[config.mk]
export PLATFORM = sky130hd
export DESIGN_NAME = upsw_regs
export DESIGN_NICKNAME = d
export VERILOG_FILES = /design/src/hw/upsw_pkg.sv /design/src/hw/upsw_regs.sv
export SDC_FILE = /design/constraint.sdc
export NUM_CORES = 1
export LEC_CHECK = 0
export ABC_AREA = 1
export BUFFER_PORTS_ARGS = -buffer_cell sky130_fd_sc_hd__buf_4
export CORE_MARGIN = 10
export CORE_UTILIZATION = 55
export CTS_CLUSTER_DIAMETER = 150
export CTS_CLUSTER_SIZE = 16
export DETAILED_ROUTE_END_ITERATION = 6
export GPL_ROUTABILITY_DRIVEN = 1
export PLACE_DENSITY = 0.81
export SLEW_MARGIN = 40
export SYNTH_ARGS = -nofsm -noshare
export SYNTH_HDL_FRONTEND = slang
export SYNTH_SLANG_ARGS = --single-unit
export TNS_END_PERCENT = 50
[constraint.sdc]
create_clock -name clk -period 2.27 [get_ports clk]
set_input_delay 0.681 -clock clk [delete_from_list [all_inputs] [get_ports clk]]
set_output_delay 0.681 -clock clk [all_outputs]
set_load 0.01 [all_outputs]
[src/hw/upsw_pkg.sv]
// package: register map, field positions, reset values and filter timing for the status bank
package upsw_pkg;

    localparam int CLK_MHZ = 200;

    // byte offsets on the register bus
    localparam logic [7:0] OFS_UTMI_STATUS = 8'h30;
    localparam logic [7:0] OFS_PHY_STATUS  = 8'h34;
    localparam logic [7:0] OFS_FILTER_CTRL = 8'h38;
    localparam logic [7:0] OFS_WAKEUP_CTRL = 8'h40;
    localparam logic [7:0] OFS_IRQ_STATUS  = 8'h44;
    localparam logic [7:0] OFS_IRQ_MASK    = 8'h48;

    // write-mask half word of control registers
    localparam int WMASK_LSB = 16;
    localparam int DATA_BITS = 16;

    // filter control field positions
    localparam int FLT_LS_LSB = 2;
    localparam int FLT_ID_LSB = 0;

    // wakeup / interrupt field positions
    localparam int WK_LINE_STATE = 0;
    localparam int WK_RX_DETECT  = 1;
    localparam int WK_BVALID_LSB = 2;
    localparam int WK_ID_LSB     = 4;
    localparam int WK_BITS       = 6;
    localparam int WK_RXDET_EN   = 4;

    // reset values
    localparam logic [15:0]       RST_CTRL16 = 16'h0000;
    localparam logic [1:0]        RST_SEL    = 2'h0;
    localparam logic [WK_BITS-1:0] RST_WK    = 6'h00;

    // debounce intervals in microseconds
    localparam int LS_T0_US = 100;
    localparam int LS_T1_US = 500;
    localparam int LS_T2_US = 1000;
    localparam int LS_T3_US = 10000;
    localparam int ID_T0_US = 5000;
    localparam int ID_T1_US = 15000;
    localparam int ID_T2_US = 35000;

    // interval counts in clock cycles
    localparam int LS_CYC0 = LS_T0_US * CLK_MHZ;
    localparam int LS_CYC1 = LS_T1_US * CLK_MHZ;
    localparam int LS_CYC2 = LS_T2_US * CLK_MHZ;
    localparam int LS_CYC3 = LS_T3_US * CLK_MHZ;
    localparam int ID_CYC0 = ID_T0_US * CLK_MHZ;
    localparam int ID_CYC1 = ID_T1_US * CLK_MHZ;
    localparam int ID_CYC2 = ID_T2_US * CLK_MHZ;

    localparam int CNT_W = 24;

    // number of synchronised status input bits
    localparam int SYNC_W = 36;

endpackage : upsw_pkg

[src/hw/upsw_regs.sv]
// module: phy status / wakeup register bank with ahb-lite slave, debounce filters and interrupt
//
// The AHB-Lite register port was decided locally.
`timescale 1ns/100ps
module upsw_regs
    import upsw_pkg::*;
#(
    parameter int LS_CNT0 = LS_CYC0,
    parameter int LS_CNT1 = LS_CYC1,
    parameter int LS_CNT2 = LS_CYC2,
    parameter int LS_CNT3 = LS_CYC3,
    parameter int ID_CNT0 = ID_CYC0,
    parameter int ID_CNT1 = ID_CYC1,
    parameter int ID_CNT2 = ID_CYC2
) (
    input  wire logic        clk,
    input  wire logic        rst,
    // ahb-lite slave
    input  wire logic        hsel,
    input  wire logic [31:0] haddr,
    input  wire logic [1:0]  htrans,
    input  wire logic        hwrite,
    input  wire logic [2:0]  hsize,
    input  wire logic [31:0] hwdata,
    input  wire logic        hready,
    output logic             hreadyout,
    output logic             hresp,
    output logic [31:0]      hrdata,
    // pipe3 / phy sideband
    input  wire logic        transmit_pll_locked,
    input  wire logic        pipe_reset_level,
    input  wire logic [7:0]  phy_observe_bus,
    input  wire logic        elastic_buffer_mode_mirror,
    input  wire logic [1:0]  pipe_power_down,
    input  wire logic        rx_eq_training,
    input  wire logic        rx_polarity,
    input  wire logic        rx_termination,
    input  wire logic        tx_detect_rx_loopback,
    input  wire logic        tx_compliance,
    input  wire logic        tx_ones_zeros,
    input  wire logic        phy_status_done,
    input  wire logic        rx_elec_idle,
    input  wire logic [2:0]  rx_status,
    input  wire logic        rx_valid,
    input  wire logic        power_present,
    input  wire logic        receiver_detected,
    // utmi sideband
    input  wire logic        b_session_valid,
    input  wire logic        host_disconnect,
    input  wire logic        id_digital,
    input  wire logic [1:0]  line_state,
    input  wire logic        session_end,
    input  wire logic        vbus_valid,
    input  wire logic        vm_in,
    input  wire logic        vp_in,
    // block outputs
    output logic             receiver_detect_enable,
    output logic [1:0]       line_state_filtered,
    output logic             id_filtered,
    output logic             irq
);

    ////////////////////////////////////////////////////////////////////////////////
    // helpers

    function automatic logic [15:0] masked_write(input logic [15:0] old_val,
                                                 input logic [31:0] wdata);
        logic [15:0] wmask;
        wmask = wdata[WMASK_LSB +: DATA_BITS];
        masked_write = (old_val & ~wmask) | (wdata[DATA_BITS-1:0] & wmask);
    endfunction : masked_write

    ////////////////////////////////////////////////////////////////////////////////
    // input synchroniser

    logic [SYNC_W-1:0] sync_raw;
    logic [SYNC_W-1:0] sync1_q;
    logic [SYNC_W-1:0] sync2_q;

    assign sync_raw = {receiver_detected, b_session_valid, host_disconnect, id_digital,
                       line_state, session_end, vbus_valid, vm_in, vp_in,
                       transmit_pll_locked, pipe_reset_level, phy_observe_bus,
                       elastic_buffer_mode_mirror, pipe_power_down, rx_eq_training,
                       rx_polarity, rx_termination, tx_detect_rx_loopback, tx_compliance,
                       tx_ones_zeros, phy_status_done, rx_elec_idle, rx_status, rx_valid,
                       power_present};

    always_ff @(posedge clk) begin
        if (rst) begin
            sync1_q <= '0;
            sync2_q <= '0;
        end else begin
            sync1_q <= sync_raw;
            sync2_q <= sync1_q;
        end
    end

    logic [25:0] phy_s;
    logic        rxdet_s;
    logic        bvalid_s;
    logic        hostdisc_s;
    logic        id_s;
    logic [1:0]  ls_s;
    logic [3:0]  utmi_lo_s;

    assign phy_s      = sync2_q[25:0];
    assign utmi_lo_s  = sync2_q[29:26];
    assign ls_s       = sync2_q[31:30];
    assign id_s       = sync2_q[32];
    assign hostdisc_s = sync2_q[33];
    assign bvalid_s   = sync2_q[34];
    assign rxdet_s    = sync2_q[35];

    ////////////////////////////////////////////////////////////////////////////////
    // bus slave: writes zero wait, reads one wait state

    logic        wr_pend_q;
    logic [7:0]  wr_addr_q;
    logic        rd_pend_q;
    logic [7:0]  rd_addr_q;
    logic        accept;

    assign accept = hsel && hready && htrans[1];

    always_ff @(posedge clk) begin
        if (rst) begin
            wr_pend_q <= 1'b0;
            wr_addr_q <= 8'h00;
            rd_pend_q <= 1'b0;
            rd_addr_q <= 8'h00;
        end else begin
            wr_pend_q <= accept && hwrite;
            rd_pend_q <= accept && !hwrite;
            if (accept) begin
                wr_addr_q <= haddr[7:0];
                rd_addr_q <= haddr[7:0];
            end
        end
    end

    // read wait state lets a write in the previous data phase land first
    always_ff @(posedge clk) begin
        if (rst) begin
            hreadyout <= 1'b1;
        end else begin
            hreadyout <= !(accept && !hwrite);
        end
    end

    always_ff @(posedge clk) begin
        if (rst) begin
            hresp <= 1'b0;
        end else begin
            hresp <= 1'b0;
        end
    end

    logic wr_filter;
    logic wr_wakeup;
    logic wr_irq_stat;
    logic wr_irq_mask;

    assign wr_filter   = wr_pend_q && (wr_addr_q == OFS_FILTER_CTRL);
    assign wr_wakeup   = wr_pend_q && (wr_addr_q == OFS_WAKEUP_CTRL);
    assign wr_irq_stat = wr_pend_q && (wr_addr_q == OFS_IRQ_STATUS);
    assign wr_irq_mask = wr_pend_q && (wr_addr_q == OFS_IRQ_MASK);

    ////////////////////////////////////////////////////////////////////////////////
    // control registers with write mask

    logic [15:0] filter_q;
    logic [15:0] wake_ctl_q;
    logic [15:0] irq_mask_q;
    logic [15:0] filter_d;
    logic [15:0] wake_ctl_d;
    logic [15:0] irq_mask_d;

    assign filter_d   = masked_write(filter_q, hwdata);
    assign wake_ctl_d = masked_write(wake_ctl_q, hwdata);
    assign irq_mask_d = masked_write(irq_mask_q, hwdata);

    always_ff @(posedge clk) begin
        if (rst) begin
            filter_q <= RST_CTRL16;
        end else if (wr_filter) begin
            filter_q <= {12'h000, filter_d[3:0]};
        end
    end

    always_ff @(posedge clk) begin
        if (rst) begin
            wake_ctl_q <= RST_CTRL16;
        end else if (wr_wakeup) begin
            wake_ctl_q <= {10'h000, wake_ctl_d[WK_BITS-1:0]};
        end
    end

    always_ff @(posedge clk) begin
        if (rst) begin
            irq_mask_q <= RST_CTRL16;
        end else if (wr_irq_mask) begin
            irq_mask_q <= {10'h000, irq_mask_d[WK_BITS-1:0]};
        end
    end

    always_ff @(posedge clk) begin
        if (rst) begin
            receiver_detect_enable <= 1'b0;
        end else begin
            receiver_detect_enable <= wake_ctl_q[WK_RXDET_EN];
        end
    end

    ////////////////////////////////////////////////////////////////////////////////
    // debounce filters

    logic [1:0]       ls_sel;
    logic [1:0]       id_sel;
    logic [CNT_W-1:0] ls_limit;
    logic [CNT_W-1:0] id_limit;

    assign ls_sel = filter_q[FLT_LS_LSB +: 2];
    assign id_sel = filter_q[FLT_ID_LSB +: 2];

    always_comb begin
        case (ls_sel)
            2'h0:    ls_limit = CNT_W'(LS_CNT0);
            2'h1:    ls_limit = CNT_W'(LS_CNT1);
            2'h2:    ls_limit = CNT_W'(LS_CNT2);
            default: ls_limit = CNT_W'(LS_CNT3);
        endcase
    end

    // code 11 has no interval of its own; it reuses the longest
    always_comb begin
        case (id_sel)
            2'h0:    id_limit = CNT_W'(ID_CNT0);
            2'h1:    id_limit = CNT_W'(ID_CNT1);
            default: id_limit = CNT_W'(ID_CNT2);
        endcase
    end

    logic [1:0]       ls_cand_q;
    logic [CNT_W-1:0] ls_cnt_q;
    logic             id_cand_q;
    logic [CNT_W-1:0] id_cnt_q;

    // candidate restarts the count whenever the raw level moves again
    always_ff @(posedge clk) begin
        if (rst) begin
            ls_cand_q           <= 2'h0;
            ls_cnt_q            <= '0;
            line_state_filtered <= 2'h0;
        end else if (ls_s == line_state_filtered) begin
            ls_cand_q <= ls_s;
            ls_cnt_q  <= '0;
        end else if (ls_s != ls_cand_q) begin
            ls_cand_q <= ls_s;
            ls_cnt_q  <= CNT_W'(1);
        end else if (ls_cnt_q >= ls_limit) begin
            line_state_filtered <= ls_cand_q;
            ls_cnt_q            <= '0;
        end else begin
            ls_cnt_q <= ls_cnt_q + CNT_W'(1);
        end
    end

    always_ff @(posedge clk) begin
        if (rst) begin
            id_cand_q   <= 1'b0;
            id_cnt_q    <= '0;
            id_filtered <= 1'b0;
        end else if (id_s == id_filtered) begin
            id_cand_q <= id_s;
            id_cnt_q  <= '0;
        end else if (id_s != id_cand_q) begin
            id_cand_q <= id_s;
            id_cnt_q  <= CNT_W'(1);
        end else if (id_cnt_q >= id_limit) begin
            id_filtered <= id_cand_q;
            id_cnt_q    <= '0;
        end else begin
            id_cnt_q <= id_cnt_q + CNT_W'(1);
        end
    end

    ////////////////////////////////////////////////////////////////////////////////
    // wakeup events and interrupt

    logic [1:0]         ls_prev_q;
    logic               id_prev_q;
    logic               bvalid_prev_q;
    logic               rxdet_prev_q;
    logic [WK_BITS-1:0] events;
    logic [WK_BITS-1:0] irq_stat_q;
    logic [WK_BITS-1:0] irq_clr;

    always_ff @(posedge clk) begin
        if (rst) begin
            ls_prev_q     <= 2'h0;
            id_prev_q     <= 1'b0;
            bvalid_prev_q <= 1'b0;
            rxdet_prev_q  <= 1'b0;
        end else begin
            ls_prev_q     <= line_state_filtered;
            id_prev_q     <= id_filtered;
            bvalid_prev_q <= bvalid_s;
            rxdet_prev_q  <= rxdet_s;
        end
    end

    // each event is gated by its own control bit in the wakeup register
    always_comb begin
        events                  = '0;
        events[WK_LINE_STATE]   = ls_prev_q != line_state_filtered;
        events[WK_RX_DETECT]    = rxdet_s && !rxdet_prev_q;
        events[WK_BVALID_LSB]   = bvalid_s && !bvalid_prev_q;
        events[WK_BVALID_LSB+1] = !bvalid_s && bvalid_prev_q;
        events[WK_ID_LSB]       = id_filtered && !id_prev_q;
        events[WK_ID_LSB+1]     = !id_filtered && id_prev_q;
        events                  = events & wake_ctl_q[WK_BITS-1:0];
    end

    assign irq_clr = wr_irq_stat ? hwdata[WK_BITS-1:0] : '0;

    // a new event beats a clear landing in the same cycle
    always_ff @(posedge clk) begin
        if (rst) begin
            irq_stat_q <= RST_WK;
        end else begin
            irq_stat_q <= (irq_stat_q & ~irq_clr) | events;
        end
    end

    always_ff @(posedge clk) begin
        if (rst) begin
            irq <= 1'b0;
        end else begin
            irq <= |(irq_stat_q & irq_mask_q[WK_BITS-1:0]);
        end
    end

    ////////////////////////////////////////////////////////////////////////////////
    // read mux

    logic [31:0] utmi_word;
    logic [31:0] phy_word;
    logic [31:0] rd_word;

    assign utmi_word = {23'h000000, bvalid_s, hostdisc_s, id_filtered,
                        line_state_filtered, utmi_lo_s};
    assign phy_word  = {phy_s[25:24], 6'h00, phy_s[23:0]};

    always_comb begin
        if (rd_addr_q == OFS_UTMI_STATUS) begin
            rd_word = utmi_word;
        end else if (rd_addr_q == OFS_PHY_STATUS) begin
            rd_word = phy_word;
        end else if (rd_addr_q == OFS_FILTER_CTRL) begin
            rd_word = {16'h0000, filter_q};
        end else if (rd_addr_q == OFS_WAKEUP_CTRL) begin
            rd_word = {26'h0000000, irq_stat_q};
        end else if (rd_addr_q == OFS_IRQ_STATUS) begin
            rd_word = {26'h0000000, irq_stat_q};
        end else if (rd_addr_q == OFS_IRQ_MASK) begin
            rd_word = {16'h0000, irq_mask_q};
        end else begin
            rd_word = 32'h00000000;
        end
    end

    always_ff @(posedge clk) begin
        if (rst) begin
            hrdata <= 32'h00000000;
        end else if (rd_pend_q) begin
            hrdata <= rd_word;
        end
    end

endmodule : upsw_regs

; Word-level counts from Yosys, hierarchy flattened
; Index checks and enable logic that the tools add are counted.
[totals]
regBits = 198
latchBits = 0
mem_bits_rw = 0
romBits = 0
output_inout_bits = 39
n_memories = 0
[classes]
add_sub_neg = 2
mul = 0
n_div = 0
order_cmp = 2
n_eq_ne = 14
shifts = 0
n_mux = 17
bitwise = 17
reduce_logical = 31
[op_table]
columns = cell, count
row1 = 32-bit two-way mux, 2
row2 = 21-bit one-hot mux with 3 select lines, 1
row3 = 24-bit by 1-bit adder with 24-bit output (second input constant), 2
row4 = 24-bit >= comparator, 2
row5 = 23-bit one-hot mux with 2 select lines, 1
row6 = 6-bit AND, 6
row7 = 6-bit two-way mux, 5
row8 = 8-bit by 6-bit == test with 1-bit output (second input constant), 3
row9 = 8-bit by 7-bit == test with 1-bit output (second input constant), 3
row10 = 6-bit bitwise OR, 3
row11 = 1-bit logical AND, 13
row12 = 6-bit NOT, 2
row13 = 4-bit OR reduction, 2
row14 = 1-bit zero test, 7
row15 = 1-bit two-way mux, 6
row16 = 3-bit AND reduction, 2
row17 = 6-bit OR reduction, 1
row18 = 4-bit AND, 1
row19 = 2-bit by 1-bit == test with 1-bit output (second input constant), 2
row20 = 2-bit zero test, 2
row21 = 2-bit two-way mux, 2
row22 = 2-bit inequality test, 2
row23 = 1-bit NOT, 4
row24 = 4-bit bitwise OR, 1
row25 = other kinds (6), 8

; Logic depth before layout (Yosys ltp)
[logic_depth]
ltp_word = 7
mapped_depth = 16

; Least setup slack after synthesis
; No wires, ideal clock.
[synth_path]
path_kind = register to register
startpoint = reg (tool-made name)
endpoint = reg ls_cnt_q[4]
setup_ps = 64
arrival_time_ps = 1993
slack_ps = 213
stages_incl_launch_ff = 17
path_buffers = 1
period_less_slack_ps = 2057
path_cell_list = dfxtp_1 -> inv_1 -> ha_1 -> o21ai_0 -> ha_1 -> nand2_1 -> inv_1 -> nand2_1 -> nand2_1 -> nand2_1 -> nand2_1 -> nand2_1 -> nand4_4 -> nor2_8 -> inv_4 -> buf_6 -> nor2_1
[synth_rtl]
columns = element, line_no
row1 = end signal: assignment, upsw_regs.sv:264  ; ls_cnt_q <= ls_cnt_q + CNT_W'(1);
row2 = end: declaration, upsw_regs.sv:244  ; logic [CNT_W-1:0] ls_cnt_q;

==> results.toml <==
[run_status]
status = "finished clean"

[floorplan]
die_x_um = 141
pin_count = 149
initial_core_util_pct = 55.8
coreArea_um2 = 14500
die-area_um2 = 19900
rows = 44
die_y_um = 141

[cts]
cts_num_sinks = 192
hold_buffers = 0
cts-root-buf = "clkbuf_16"
cts.htree.levels = 4
clock_latency_ps = 440
cts.clk_slew.worst_paths_ps = 80
cts_buffers = 17
clockBufferDepth = 2
tritoncts = "done"

[placed_design]
postPlaceCellArea_um2 = 8960
placed_cells_incl_taps = 1327
hpwl_um = 12400
place_congestion = 0.886
io_buffers = 93

[power_and_ir_drop]
p_int_mw = 5.13
power.leakage_nw = 4.24
power_density_nw_per_um2 = 714
power_mw = 6.89
pwr-share-seq_pct = 50.6
switching_power_mw = 1.76
pwr-share-comb_pct = 5.2
pwr-share-clk_pct = 44.2
irDropWorstVdd_v = 0.000618
switching_share_pct = 25.5

[global_routing]
grt_max_degree = 99
grt_pass1_vias = 6409
antenna_found_initial = 0
grt_use_total_pct = 17.3
grt_overflow = 0
grt_first_pass_wirelength_um = 28900

[drt]
ant_nets = 0
drc_errors = 0
viasPerCell = 4.95
wl_per_cell_um = 12.7
route.vias.total = 6735
drt_iter0_markers = 398
first_pass_iters = 5
wl_um = 17300

[synth]
ys_types = 46
synthesis.area_um2 = 8080
synth-seq-cells = 192
synthCells = 1064
ys_warn_count = 0
syn_avg_cell_area_um2 = 7.60
synth.yosys.seq_area_share_pct = 47.5
ys.flop_type = "dfxtp_1"
synthArstFlopShare_pct = 0
synth_edf_count = 0

[timing]
slew_headroom_pct = 62.6
period_share_pct = 92.0
max_freq_mhz = 479
skew_ps = 12.0
maxSlewViolCount = 0
setup_tns_ps = 0
tightest_slew_ps = 559
finalSetupViolCount = 0
fin_crit_ps = 2090
hold_violations = 0

[critical_path]
arrival_ps = 2420
path_max_fanout = 5
cp-start-kind = "flip-flop"
r2r_cells = 14
crit_type = "flip-flop to flip-flop"
required_ps = 2600
end_kind = "flip-flop"

[layout]
final_common_cell = "dfxtp_1"
drive_gt1_share_pct = 14.9
stdcell_count = 1361
areaGrowthSynthToFinish_pct = 19.4
n_antenna_cell = 0
layout_common_cells = "190 x dfxtp_1, 180 x inv_1, 178 x nor2_1, 165 x nand2_1, 103 x buf_4"
design_area_um2 = 9650
fin_nets = 1306
num-fill-cells = 1185

[worst_hold_path]
holdPathStages = 2
hold_path_class = "flip-flop to flip-flop"
hp-start = "sync1_q[9]"

[run]
cap_viol_max_count = 0
[final timing paths]
check | to | slack, ps
setup / recovery | line_state_filtered[0] | 180
hold / removal | sync2_q[9] | 400
setup reg to reg | line_state_filtered[0] | 180
hold reg to reg | sync2_q[9] | 400
[per-layer routing]
layer / global-route usage, % / wire length [um] / up-vias
met3: 6.68 / 1190 / 33
met4: 6.79 / 393 / 0
met2: 28.4 / 8410 / 158
li1: - / - / 3515
met1: 19.9 / 7280 / 3029
met5: 0 / 0 / -
[metrics by stage]
| step | hold WS (ps) | util, % | setup slack, ps |
|---|---|---|---|
| after floorplan | 388 | - | 213 |
| after global placement | 389 | 61.9 | 52.1 |
| after detailed placement | 392 | 61.9 | -12.0 |
| after CTS | 403 | 66.2 | 19.6 |
| after global routing | 414 | 66.7 | -11.4 |
| final | 403 | 66.7 | 182 |
[cell usage after synthesis (2+ instances only)]
cell type / number / area share [%]
ha_1: 32 / 5.0
xor2_1: 19 / 2.1
o21ai_0: 32 / 2.0
dfxtp_1: 192 / 48
nor3_4: 2 / 0.40
nor4_1: 3 / 0.23
inv_1: 182 / 8.5
nand3b_1: 2 / 0.19
buf_2: 4 / 0.25
nor2_1: 182 / 8.5
nand2_1: 165 / 7.7
clkbuf_1: 13 / 0.60
o211ai_1: 5 / 0.46
nor3b_1: 3 / 0.28
a211oi_1: 5 / 0.46
a21oi_1: 79 / 4.9
nor3_2: 2 / 0.25
nand4_1: 20 / 1.5
nor2_2: 11 / 0.85
nand3_2: 3 / 0.37
buf_1: 4 / 0.19
a31oi_1: 2 / 0.15
nor3_1: 15 / 0.93
nand3_1: 53 / 3.3
buf_4: 9 / 0.84
xnor2_1: 4 / 0.43
o21bai_1: 2 / 0.19
[state kept, by name, indices dropped and copies added, names as in the netlist, 2 cells and up, named ones only]
register             flops
sync1_q                 36
sync2_q                 36
hrdata                  26
id_cnt_q                24
ls_cnt_q                24
rd_addr_q                8
irq_stat_q               6
line_state_filtered      2
ls_cand_q                2
ls_prev_q                2
[worst max-delay path, cell delays in order (launching register included)]
cell and delay (ps):
dfxtp_4 370, ha_2 210, inv_2 90, o21ai_1 70, ha_1 270, nand2_1 50, inv_1 80, nand3_1 80
nor2_1 130, nand3_1 130, nand4_4 160, buf_4 160, nand3_1 60, nand2_1 70, nor2_1 40
[logic make-up (layout without fill, tap and decap cells)]
family | after synthesis | in the layout | synth area share [%]
XOR/XNOR | 23 | 23 | 2.49
adder cells (fa/ha/maj) | 32 | 32 | 4.95
AO/OA/AOI/OAI | 130 | 130 | 8.57
buffers and inverters | 215 | 320 | 10.6
other | 1 | 9 | 0.0464
flip-flops | 192 | 192 | 47.5
AND/OR/NAND/NOR | 471 | 471 | 25.8
[repair_timing]
item	CTS	global route
gates cloned	0	0
buffers inserted	0	2
endpoints found under the setup margin	16	26
pin swaps	0	3
endpoints found under the hold margin	0	0
gates resized for setup	1	16
[layout make-up]
type | count | area [um2] | share of cell area [%]
Sequential cell | 192 | 3850 | 39.9
Timing Repair Buffer | 104 | 793 | 8.22
Tap cell | 184 | 230 | 2.39
Inverter | 184 | 696 | 7.21
Multi-Input combinational cell | 665 | 3460 | 35.8
Clock inverter | 15 | 195 | 2.02
Clock buffer | 17 | 425 | 4.41
[power by group through the flow]
stage	Clock [mW]	Sequential, mW	Combinational (mW)
3_3_place_gp	0	3.56	0.346
4_1_cts	3.09	3.49	0.355
2_1_floorplan	0	3.56	0.213
6_report	3.04	3.49	0.356
5_1_grt	3.24	3.50	0.403
3_5_place_dp	0	3.57	0.353
Power figures use the tool's default switching activity.
